File: src/inc/dcm_pkg.sv
package dcm_pkg;

  localparam int NCH = 8;
  localparam int DW = 16;
  localparam int AW = 12;
  localparam int MON_W = 5;

  // Register byte offsets on the APB port
  localparam logic [11:0] OFF_SPAN = 12'h000;
  localparam logic [11:0] OFF_MODE = 12'h004;
  localparam logic [11:0] OFF_REF = 12'h008;
  localparam logic [11:0] OFF_MON = 12'h00c;
  localparam logic [11:0] OFF_CODE0 = 12'h010;
  localparam logic [11:0] OFF_CODE_STEP = 12'h004;
  localparam logic [11:0] OFF_STAT = 12'h030;

  // Field positions
  localparam int REF_EN_BIT = 0;
  localparam int STAT_REF_BIT = 8;
  localparam int STAT_REJ_BIT = 9;

  typedef enum logic [1:0] {
    DCM_MODE_NORMAL = 2'b00,
    DCM_MODE_PD_1K = 2'b01,
    DCM_MODE_PD_7K7 = 2'b10,
    DCM_MODE_PD_32K = 2'b11
  } dcm_mode_t;

  typedef enum logic [1:0] {
    DCM_MON_VOLT = 2'b00,
    DCM_MON_CURR = 2'b01,
    DCM_MON_TEMP = 2'b10,
    DCM_MON_AUX = 2'b11
  } dcm_mon_kind_t;

  // Reset values and full-scale code
  localparam logic [1:0] MODE_RST = 2'b11;
  localparam logic SPAN_RST = 1'b0;
  localparam logic REF_RST = 1'b0;
  localparam logic [15:0] CODE_RST = 16'h0000;
  localparam logic [15:0] CODE_MAX = 16'hffff;

  // Monitor source codes
  localparam logic [4:0] MON_RST = 5'h00;
  localparam logic [4:0] MON_CURR_BASE = 5'h08;
  localparam logic [4:0] MON_AUX_BASE = 5'h10;
  localparam logic [4:0] MON_TEMP = 5'h19;
  localparam logic [4:0] MON_LAST = 5'h1a;

endpackage : dcm_pkg

File: src/design/dcm_chan.sv
module dcm_chan #(
  parameter int DW = dcm_pkg::DW
) (
  input wire logic pclk,
  input wire logic presetn,
  input wire logic [1:0] mode,
  input wire logic span,
  input wire logic [DW-1:0] code,
  output logic [DW-1:0] out_code,
  output logic gain2,
  output logic amp_on,
  output logic pd_1k,
  output logic pd_7k7,
  output logic pd_32k
);

  dcm_pkg::dcm_mode_t mode_e;
  wire normal;

  assign mode_e = dcm_pkg::dcm_mode_t'(mode);
  assign normal = mode_e == dcm_pkg::DCM_MODE_NORMAL;

  // Code to the converter freezes while powered down; the stored code still changes
  always_ff @(posedge pclk or negedge presetn) begin
    if (!presetn) begin
      out_code <= dcm_pkg::CODE_RST;
      gain2 <= dcm_pkg::SPAN_RST;
      amp_on <= 1'b0;
      pd_1k <= 1'b0;
      pd_7k7 <= 1'b0;
      pd_32k <= 1'b1;
    end else begin
      out_code <= normal ? code : out_code;
      gain2 <= span;
      amp_on <= normal;
      pd_1k <= mode_e == dcm_pkg::DCM_MODE_PD_1K;
      pd_7k7 <= mode_e == dcm_pkg::DCM_MODE_PD_7K7;
      pd_32k <= mode_e == dcm_pkg::DCM_MODE_PD_32K;
    end
  end

endmodule : dcm_chan

File: src/design/dcm_ctrl.sv
// Notes on behaviour
// - Span bit clear gives gain 1 (reset default), set gives gain 2.
// - Channel code is unsigned straight binary, 0 to 65535.
// - Mode 00 normal, 01 1k pulldown, 10 7.7k pulldown, 11 32k amp off.
// - Every channel mode resets to 3: amplifier off, 32k load.
// - Powered-down channels still accept register access but output code freezes.
// - Reference select resets to external; writing 1 enables internal reference.
// - Monitor select routes one of 27 voltage, current, temperature or auxiliary sources.
// - Invalid monitor select write is discarded, previous selection kept.
// - Monitor code 0x19 routes the die temperature sensor to the monitor.
//
// The address map and the APB interface to the registers were chosen for this implementation.
module dcm_ctrl #(
  parameter int NCH = dcm_pkg::NCH,
  parameter int DW = dcm_pkg::DW
) (
  input wire logic pclk,
  input wire logic presetn,
  input wire logic [11:0] paddr,
  input wire logic psel,
  input wire logic penable,
  input wire logic pwrite,
  input wire logic [31:0] pwdata,
  output logic [31:0] prdata,
  output logic pready,
  output logic pslverr,
  output logic [NCH*DW-1:0] channel_output,
  output logic [NCH-1:0] chan_gain2,
  output logic [NCH-1:0] chan_amp_on,
  output logic [NCH-1:0] chan_pd_1k,
  output logic [NCH-1:0] chan_pd_7k7,
  output logic [NCH-1:0] chan_pd_32k,
  output logic ref_internal_en,
  output logic [4:0] monitor_source_pick,
  output logic [1:0] monitor_kind,
  output logic [2:0] monitor_channel
);

  logic [NCH-1:0] span_q;
  logic [2*NCH-1:0] mode_q;
  logic ref_q;
  logic [4:0] mon_q;
  logic rej_q;
  logic [DW-1:0] code_q [NCH];
  logic [31:0] prdata_q;
  logic pslverr_q;
  logic [4:0] pick_q;
  logic [1:0] kind_q;
  logic [2:0] chsel_q;
  logic first_q;

  logic [NCH-1:0] hit_code;
  logic [NCH-1:0] chan_active;
  logic [31:0] code_rd [NCH+1];

  wire setup_ph;
  wire wr_fire;
  wire hit_span;
  wire hit_mode;
  wire hit_ref;
  wire hit_mon;
  wire hit_stat;
  wire hit_any;
  wire [4:0] mon_wdata;
  wire mon_valid;
  wire mon_wr;
  wire [31:0] stat_word;
  wire [31:0] rd_word;
  dcm_pkg::dcm_mon_kind_t kind_d;
  wire [2:0] chsel_d;

  // Zero-wait slave: read data is captured in the setup cycle
  assign setup_ph = psel & ~penable;
  assign wr_fire = psel & penable & pwrite;
  assign pready = 1'b1;
  assign prdata = prdata_q;
  assign pslverr = pslverr_q;

  assign hit_span = paddr == dcm_pkg::OFF_SPAN;
  assign hit_mode = paddr == dcm_pkg::OFF_MODE;
  assign hit_ref = paddr == dcm_pkg::OFF_REF;
  assign hit_mon = paddr == dcm_pkg::OFF_MON;
  assign hit_stat = paddr == dcm_pkg::OFF_STAT;
  assign hit_any = hit_span | hit_mode | hit_ref | hit_mon | hit_stat | (|hit_code);

  // Only the low five bits form the code; higher bits are ignored
  assign mon_wdata = pwdata[4:0];
  assign mon_valid = mon_wdata <= dcm_pkg::MON_LAST;
  assign mon_wr = wr_fire & hit_mon;

  genvar gi;
  generate
    for (gi = 0; gi < NCH; gi++) begin : g_ch
      localparam logic [11:0] OFF = dcm_pkg::OFF_CODE0 + 12'(gi) * dcm_pkg::OFF_CODE_STEP;
      assign hit_code[gi] = paddr == OFF;
      assign chan_active[gi] = mode_q[2*gi +: 2] == dcm_pkg::DCM_MODE_NORMAL;
      assign code_rd[gi+1] = code_rd[gi] |
        (hit_code[gi] ? {{(32-DW){1'b0}}, code_q[gi]} : 32'h0000_0000);

      // Code writes are taken whatever the channel mode
      always_ff @(posedge pclk or negedge presetn) begin
        if (!presetn) begin
          code_q[gi] <= dcm_pkg::CODE_RST;
        end else if (wr_fire && hit_code[gi]) begin
          code_q[gi] <= pwdata[DW-1:0];
        end
      end

      dcm_chan #(
        .DW(DW)
      ) u_chan (
        .pclk(pclk),
        .presetn(presetn),
        .mode(mode_q[2*gi +: 2]),
        .span(span_q[gi]),
        .code(code_q[gi]),
        .out_code(channel_output[gi*DW +: DW]),
        .gain2(chan_gain2[gi]),
        .amp_on(chan_amp_on[gi]),
        .pd_1k(chan_pd_1k[gi]),
        .pd_7k7(chan_pd_7k7[gi]),
        .pd_32k(chan_pd_32k[gi])
      );

    end
  endgenerate

  assign code_rd[0] = 32'h0000_0000;

  assign stat_word = {22'h00_0000, rej_q, ref_q, {(8-NCH){1'b0}}, chan_active};

  assign rd_word =
    hit_span ? {{(32-NCH){1'b0}}, span_q} :
    hit_mode ? {{(32-2*NCH){1'b0}}, mode_q} :
    hit_ref ? {31'h0000_0000, ref_q} :
    hit_mon ? {27'h000_0000, mon_q} :
    hit_stat ? stat_word :
    code_rd[NCH];

  always_ff @(posedge pclk or negedge presetn) begin
    if (!presetn) begin
      prdata_q <= 32'h0000_0000;
      pslverr_q <= 1'b0;
    end else if (setup_ph) begin
      prdata_q <= (!pwrite && hit_any) ? rd_word : 32'h0000_0000;
      pslverr_q <= ~hit_any;
    end
  end

  always_ff @(posedge pclk or negedge presetn) begin
    if (!presetn) begin
      span_q <= {NCH{dcm_pkg::SPAN_RST}};
    end else if (wr_fire && hit_span) begin
      span_q <= pwdata[NCH-1:0];
    end
  end

  always_ff @(posedge pclk or negedge presetn) begin
    if (!presetn) begin
      mode_q <= {NCH{dcm_pkg::MODE_RST}};
    end else if (wr_fire && hit_mode) begin
      mode_q <= pwdata[2*NCH-1:0];
    end
  end

  always_ff @(posedge pclk or negedge presetn) begin
    if (!presetn) begin
      ref_q <= dcm_pkg::REF_RST;
    end else if (wr_fire && hit_ref) begin
      ref_q <= pwdata[dcm_pkg::REF_EN_BIT];
    end
  end

  // A rejected write leaves the selection alone but is reported in status
  always_ff @(posedge pclk or negedge presetn) begin
    if (!presetn) begin
      mon_q <= dcm_pkg::MON_RST;
      rej_q <= 1'b0;
    end else if (mon_wr) begin
      mon_q <= mon_valid ? mon_wdata : mon_q;
      rej_q <= ~mon_valid;
    end
  end

  // Monitor routing: 8 voltages, 8 currents, temperature and ten auxiliary points
  assign kind_d =
    (mon_q == dcm_pkg::MON_TEMP) ? dcm_pkg::DCM_MON_TEMP :
    (mon_q < dcm_pkg::MON_CURR_BASE) ? dcm_pkg::DCM_MON_VOLT :
    (mon_q < dcm_pkg::MON_AUX_BASE) ? dcm_pkg::DCM_MON_CURR :
    dcm_pkg::DCM_MON_AUX;
  assign chsel_d = (mon_q < dcm_pkg::MON_AUX_BASE) ? mon_q[2:0] : 3'h0;

  always_ff @(posedge pclk or negedge presetn) begin
    if (!presetn) begin
      pick_q <= dcm_pkg::MON_RST;
      kind_q <= dcm_pkg::DCM_MON_VOLT;
      chsel_q <= 3'h0;
    end else begin
      pick_q <= mon_q;
      kind_q <= kind_d;
      chsel_q <= chsel_d;
    end
  end

  assign monitor_source_pick = pick_q;
  assign monitor_kind = kind_q;
  assign monitor_channel = chsel_q;
  assign ref_internal_en = ref_q;

  always_ff @(posedge pclk or negedge presetn) begin
    if (!presetn) begin
      first_q <= 1'b1;
    end else begin
      first_q <= 1'b0;
    end
  end
endmodule : dcm_ctrl

File: config.mk
export PLATFORM = sky130hd
export DESIGN_NAME = dcm_ctrl
export DESIGN_NICKNAME = d
export VERILOG_FILES = /design/src/inc/dcm_pkg.sv /design/src/design/dcm_chan.sv /design/src/design/dcm_ctrl.sv
export SDC_FILE = /design/constraint.sdc
export NUM_CORES = 1
export LEC_CHECK = 0
export ABC_AREA = 1
export BUFFER_PORTS_ARGS = -buffer_cell sky130_fd_sc_hd__buf_2
export CORE_UTILIZATION = 50
export DETAILED_ROUTE_END_ITERATION = 6
export GPL_TIMING_DRIVEN = 0
export PLACE_DENSITY = 0.73
export SYNTH_ARGS = -nofsm -noshare
export SYNTH_HDL_FRONTEND = slang
export SYNTH_SLANG_ARGS = --single-unit
export TNS_END_PERCENT = 10
File: constraint.sdc
create_clock -name pclk -period 1.9 [get_ports pclk]
set_input_delay 0.19 -clock pclk [delete_from_list [all_inputs] [get_ports pclk]]
set_output_delay 0.19 -clock pclk [all_outputs]
set_load 0.1 [all_outputs]
==> results.toml, run 1 <==
[sta]
hold_viol = 0
rsz0062_at_grt = "no"
drv_slew = 0
max-slew-margin-rel = 0.325
fin_skew_ns = 0.00924
max_freq_ghz = 0.547
worst-slew-pin-transition_ns = 1.01
setup_violations = 0
min_period_ns = 1.83
finalCritPeriodShare = 0.962
layout_setup_ws_ns = 0.0731

[cells_and_area]
final_nets = 1959
area_delta_synth_final_pct = 20.0
seq_area_mm2 = 0.00889
multi_input_area_mm2 = 0.00470
final_util = 0.615
drive_gt1_frac = 0.246
nFillCells = 2452

[grt]
grt_pass1_vias = 11989
antenna_found_initial = 3
grt-ovfl-total = 0
grt_max_degree = 117
grt_pass1_wl_mm = 70.2
grt_usage = 0.308

[synth]
yosys.area.top_type = "dfrtp_1"
synth-main-ff-cell = "dfrtp_1"
synth_area_leaders = "dfrtp_1 56%, nand2_1 12%, o21ai_0 7.0%"
ys_seq_area_frac = 0.599
synth_cells = 1623
netlist.area_leader.share = 0.557
async_flop_share = 1.00
synth_edf_count = 0
yosys-top-cells-count = "482 x nand2_1, 330 x dfrtp_1, 208 x o21ai_0, 137 x inv_1, 105 x nor2_1"
yosys_warnings = 0
synthesis.area_mm2 = 0.0148
synth.distinct_cells = 36
synth_most_common_cell = "nand2_1"
syn_area_per_cell_um2 = 9.14
ys_ff_latch = 354

[floorplanning]
die_x_um = 174
rows = 62
die_h_um = 174
ios = 262
coreArea_mm2 = 0.0289
dieArea_mm2 = 0.0304
initial_utilization = 0.513

[drt]
wl_met2_mm = 21.2
vias = 12384
m1WireLength_mm = 19.4
wirelength_mm = 45.9
firstDrtPassIters = 5
topRoutingLayerUsed = "met5"
wl_met3_mm = 3.83
ant_nets = 0
vias_per_cell = 5.34
drtIter0Drc = 1291
drc = 0
avgRoutedWirePerCell_um = 19.8

[critical_path]
critPathKind = "primary input to flip-flop"
cpMostUsedCell = "nand2_1"
worstPathRequired_ns = 2.35
path_cells = "buf_2 > nor2_1 > nand2_1 > nor2_1 > nand2_1 > nor2_1 > nor3_1 > nand3b_1 > nand2_1 > nand2_1 > nand2_1 > nand2_1"
r2r_setup_slack_ns = 0.11
slowest_stage = "nand2_1"
path_buf_inv = 1
path_max_fanout = 9
arrival_ns = 2.28
critPathLaunchType = "primary input"
path_delay_family = "simple AND/OR/NAND/NOR gates"
end_kind = "flip-flop"
max_stage_delay_ns = 0.36

[clock_network]
ctsRootBufferMaster = "clkbuf_16"
clk_latency_ns = 0.51
clk_path_buf_depth = 3
cts_tree = "done"
htree_levels = 2
cts.clk_slew.worst_paths_ns = 0.06
cts_buffers = 36
cts_sinks = 354

[power_and_ir_drop]
peakVddDrop_v = 0.000508
p_per_area_mw_per_mm2 = 845
leakage_nw = 9.35

[placed_design]
place_ws_ns = -0.368
io_buffers = 228
gp_congestion = 0.945
dp_hpwl_mm = 33.8

[worst_hold_path]
hold_path_class = "primary input to flip-flop"

[run]
maxCapViolations = 0

[status]
status = "finished clean"
cells in the final DEF, fill, tap and decap left out, types with 10 or more instances in the layout:
cell type,Yosys,routed
nand2_1,482,482
dfrtp_1,330,330
buf_2,13,240
o21ai_0,208,208
inv_1,137,137
nor2_1,105,101
buf_4,58,58
clkbuf_1,44,48
clkbuf_16,0,37
nand3_1,36,36
o21ai_1,31,31
a21oi_1,30,30
dfstp_2,24,24
mux2_2,19,19
conb_1,2,17
nor2_4,11,12
inv_2,12,12
nand2_2,12,12
o22ai_1,12,12
nor2_2,7,10
path summary, 6_finish.rpt:
path / depth (start not counted) / end / from
max: 12 / prdata[3] / paddr[7]
min: 3 / pslverr / psel
max reg2reg: 4 / g_ch[5].u_chan.out_code[15] / mode_q[10]
min reg2reg: 0 / g_ch[6].u_chan.gain2 / span_q[6]
max in group asynchronous: 4 / g_ch[4].u_chan.out_code[12] / presetn
min in group asynchronous: 2 / g_ch[1].u_chan.gain2 / presetn
state kept, by name (all words and copies together), names as in the netlist:
register              count
code_q                  128
g_ch.u_chan.out_code    128
mode_q                   16
prdata                   16
g_ch.u_chan.amp_on        8
g_ch.u_chan.gain2         8
g_ch.u_chan.pd_1k         8
g_ch.u_chan.pd_32k        8
g_ch.u_chan.pd_7k7        8
span_q                    8
mon_q                     5
monitor_source_pick       5
monitor_channel           3
monitor_kind              2
pslverr                   1
ref_internal_en           1
rej_q                     1
worst reg2reg max path, stage by stage, from the launching register on:
cell      delay (ns)
dfstp_2         0.41
nor2_2          0.40
inv_1           0.36
clkbuf_2        0.30
o21ai_0         0.23
final cells by class:
type                            count  share of cell area
Antenna cell                        2            0.000281
Inverter                          151              0.0322
Multi-Input combinational cell   1010               0.264
Sequential cell                   354               0.499
Clock inverter                      9             0.00443
Tap cell                          384              0.0270
Clock buffer                       53              0.0593
Timing Repair Buffer              235              0.0715
Buffer                            122              0.0425
per-stage QoR:
step	instances	power (W)	area [um^2]	hold WS, ns	setup TNS [ns]
CTS	2318	0.0151	17800	0.00288	0
global route	2319	0.0154	17800	0.0151	0
detailed placement	2253	0.00833	16600	0.187	-3.56
global placement	2250	0.00830	16500	0.395	-2024.49
finish	2320	0.0151	17800	0.0116	0
floorplan	1638	0.00801	14900	-0.106	0
logic make-up after synthesis:
logic type | count (synthesis) | share of synthesized area
AOI/OAI and AO/OA | 294 | 0.103
buffers and inverters | 274 | 0.0893
DFF | 354 | 0.599
muxes | 23 | 0.0174
other | 2 | 0.000506
and+or+nand+nor | 676 | 0.191
timing repair:
action                     in CTS  in global routing
pin swaps                       0                  0
setup buffers                   0                  0
resized for setup               2                 12
hold buffers                    4                  0
gates cloned                    0                  0
hold endpoints to repair       66                  0
setup endpoints to repair      20                 55
routing by layer:
layer,GRT usage,up-vias
li1,-,5641
met1,0.435,6045
met2,0.478,589
met3,0.0593,105
met4,0.111,4
met5,0,-
power breakdown:
| part | switching [W] | total, W | internal (W) |
|---|---|---|---|
| combinational | 0.000537 | 0.000640 | 0.000103 |
| clock | 0.00287 | 0.00686 | 0.00399 |
| sequential | 0.00000696 | 0.00756 | 0.00755 |
| total | 0.00342 | 0.0151 | 0.0116 |
No activity file was read; power rests on OpenSTA's default activity.
==> run 2, diff against run 1 <==
GPL_TIMING_DRIVEN = default   (was 0)
==> run 2 against run 1 <==
Non-clock buffer count is 43 lower. Total power is 3.5% higher. Utilization fell by 0.073 points. Sequential power about the same. Clock skew grew 0.011 ns. Maximum frequency is 4.5% higher. Global-route usage fell by 0.39 points. Combinational power increased by 3%. Cell count fell by 1.9%. Largest power group unchanged. Critical endpoint is now code_q[71].
==> results.toml, run 2 (synthesis gave the netlist of run 1 again) <==
[status]
status = "finished clean"

[drt]
drc = 0
firstDrtPassIters = 5
drtIter0Drc = 1261
ant_nets = 0
wirelength_mm = 45.5
vias_per_cell = 5.27
vias = 11998
avgRoutedWirePerCell_um = 20.0

[cells_and_area]
seq_area_mm2 = 0.00889
instances_no_fill = 2276
multi_input_area_mm2 = 0.00469
antennaDiodeCount = 0
final_util = 0.615
drive_gt1_frac = 0.251
area_delta_synth_final_pct = 19.9
layout_common_cells = "482 x nand2_1, 330 x dfrtp_1, 227 x buf_2, 208 x o21ai_0, 137 x inv_1"
reg_top3 = "code_q (128), g_ch.u_chan.out_code (128)"
mostFrequentLayoutCell = "nand2_1"
nFillCells = 2430
final_nets = 1917

[sta]
finalCritPeriodShare = 0.920
setup_violations = 0
drv_slew = 0
hold_viol = 0
layout_setup_ws_ns = 0.152
fin_skew_ns = 0.0201
worst-slew-pin-transition_ns = 0.729
whs_ns = 0.0393
max_freq_ghz = 0.572
rsz0062_at_grt = "no"
min_period_ns = 1.75
max-slew-margin-rel = 0.514

[placed_design]
dp.cells = 2211
io_buffers = 228
gp_congestion = 0.958
dp_hpwl_mm = 33.3
place_ws_ns = -0.0233

[floorplanning]
coreArea_mm2 = 0.0289
ios = 262
dieArea_mm2 = 0.0304
die_h_um = 174
rows = 62
die_x_um = 174
initial_utilization = 0.513

[critical_path]
path_max_fanout = 32
timing.rr.start = "mode_q[7]"
startpoint = "psel"
r2r-end = "g_ch[3].u_chan.out_code[7]"
r2r_setup_slack_ns = 0.23
end_kind = "flip-flop"
critPathLaunchType = "primary input"
critPathKind = "primary input to flip-flop"
arrival_ns = 2.10
worstPathRequired_ns = 2.25
reg2regPathDepth = 5

[grt]
antenna_found_initial = 2
grt_usage = 0.305
grt_max_degree = 59
grt_pass1_vias = 11509
grt-ovfl-total = 0
grt_pass1_wl_mm = 68.6

[power_and_ir_drop]
leakage_nw = 9.35
p_per_area_mw_per_mm2 = 876
peakVddDrop_v = 0.000591

[clock_network]
clk_path_buf_depth = 3
ctsRootBufferMaster = "clkbuf_16"
cts_tree = "done"
htree_levels = 2
cts_buffers = 37
clk_latency_ns = 0.52
cts_sinks = 354
cts.clk_slew.worst_paths_ns = 0.06

[worst_hold_path]
hold_path_class = "primary input to flip-flop"
hold_depth = 4
min-delay-start = "penable"
worst_hold_path.endpoint = "pslverr"

[run]
maxCapViolations = 0
## run 2: repair_timing
item	in CTS	in global routing
endpoints found under the hold margin	40	0
buffers inserted	0	0
setup endpoints to repair	0	17
hold buffers	2	0
resized for setup	0	1
## run 2: layer usage
metal / GRT usage / vias up / routed length, um
met5: 0 / - / 13
met1: 0.424 / 5821 / 19100
met4: 0.110 / 2 / 1640
met2: 0.474 / 537 / 20900
met3: 0.0626 / 90 / 3820
li1: - / 5548 / -
## run 2: how the worst max path moves through the flow
stage | end | slack [ns] | cells past startpoint
CTS | prdata[2] | 0.01 | 9
global placement | prdata[1] | -0.03 | 13
floorplan | g_ch[7].u_chan.out_code[10] | 0.30 | 4
finish | code_q[71] | 0.15 | 7
global route | code_q[79] | 0.07 | 7
detailed placement | prdata[6] | -0.02 | 12
## run 2: cell type report
type | instances | area share
Multi-Input combinational cell | 1010 | 0.263
Clock buffer | 50 | 0.0582
Inverter | 151 | 0.0320
Sequential cell | 354 | 0.500
Timing Repair Buffer | 314 | 0.108
Tap cell | 384 | 0.0270
Clock inverter | 13 | 0.0113
## run 2: power breakdown
group          internal [W]  switching [W]
combinational      0.000110       0.000547
clock               0.00449        0.00288
sequential          0.00755     0.00000688
total                0.0122        0.00343
## run 2: through the flow
| step | total power [W] | cell area (um^2) | setup TNS (ns) |
|---|---|---|---|
| global route | 0.0160 | 17800 | 0 |
| finish | 0.0156 | 17800 | 0 |
| floorplan | 0.00801 | 14900 | 0 |
| global placement | 0.00834 | 16500 | -0.0636 |
| CTS | 0.0157 | 17800 | 0 |
| detailed placement | 0.00835 | 16500 | -0.0524 |
## run 2: worst max-delay path, cell delays in order
cell	delay, ns
dlygate4sd3_1	0.54
buf_2	0.13
nand3_1	0.21
inv_2	0.37
nand2_2	0.39
nand2_1	0.17
o21ai_0	0.10
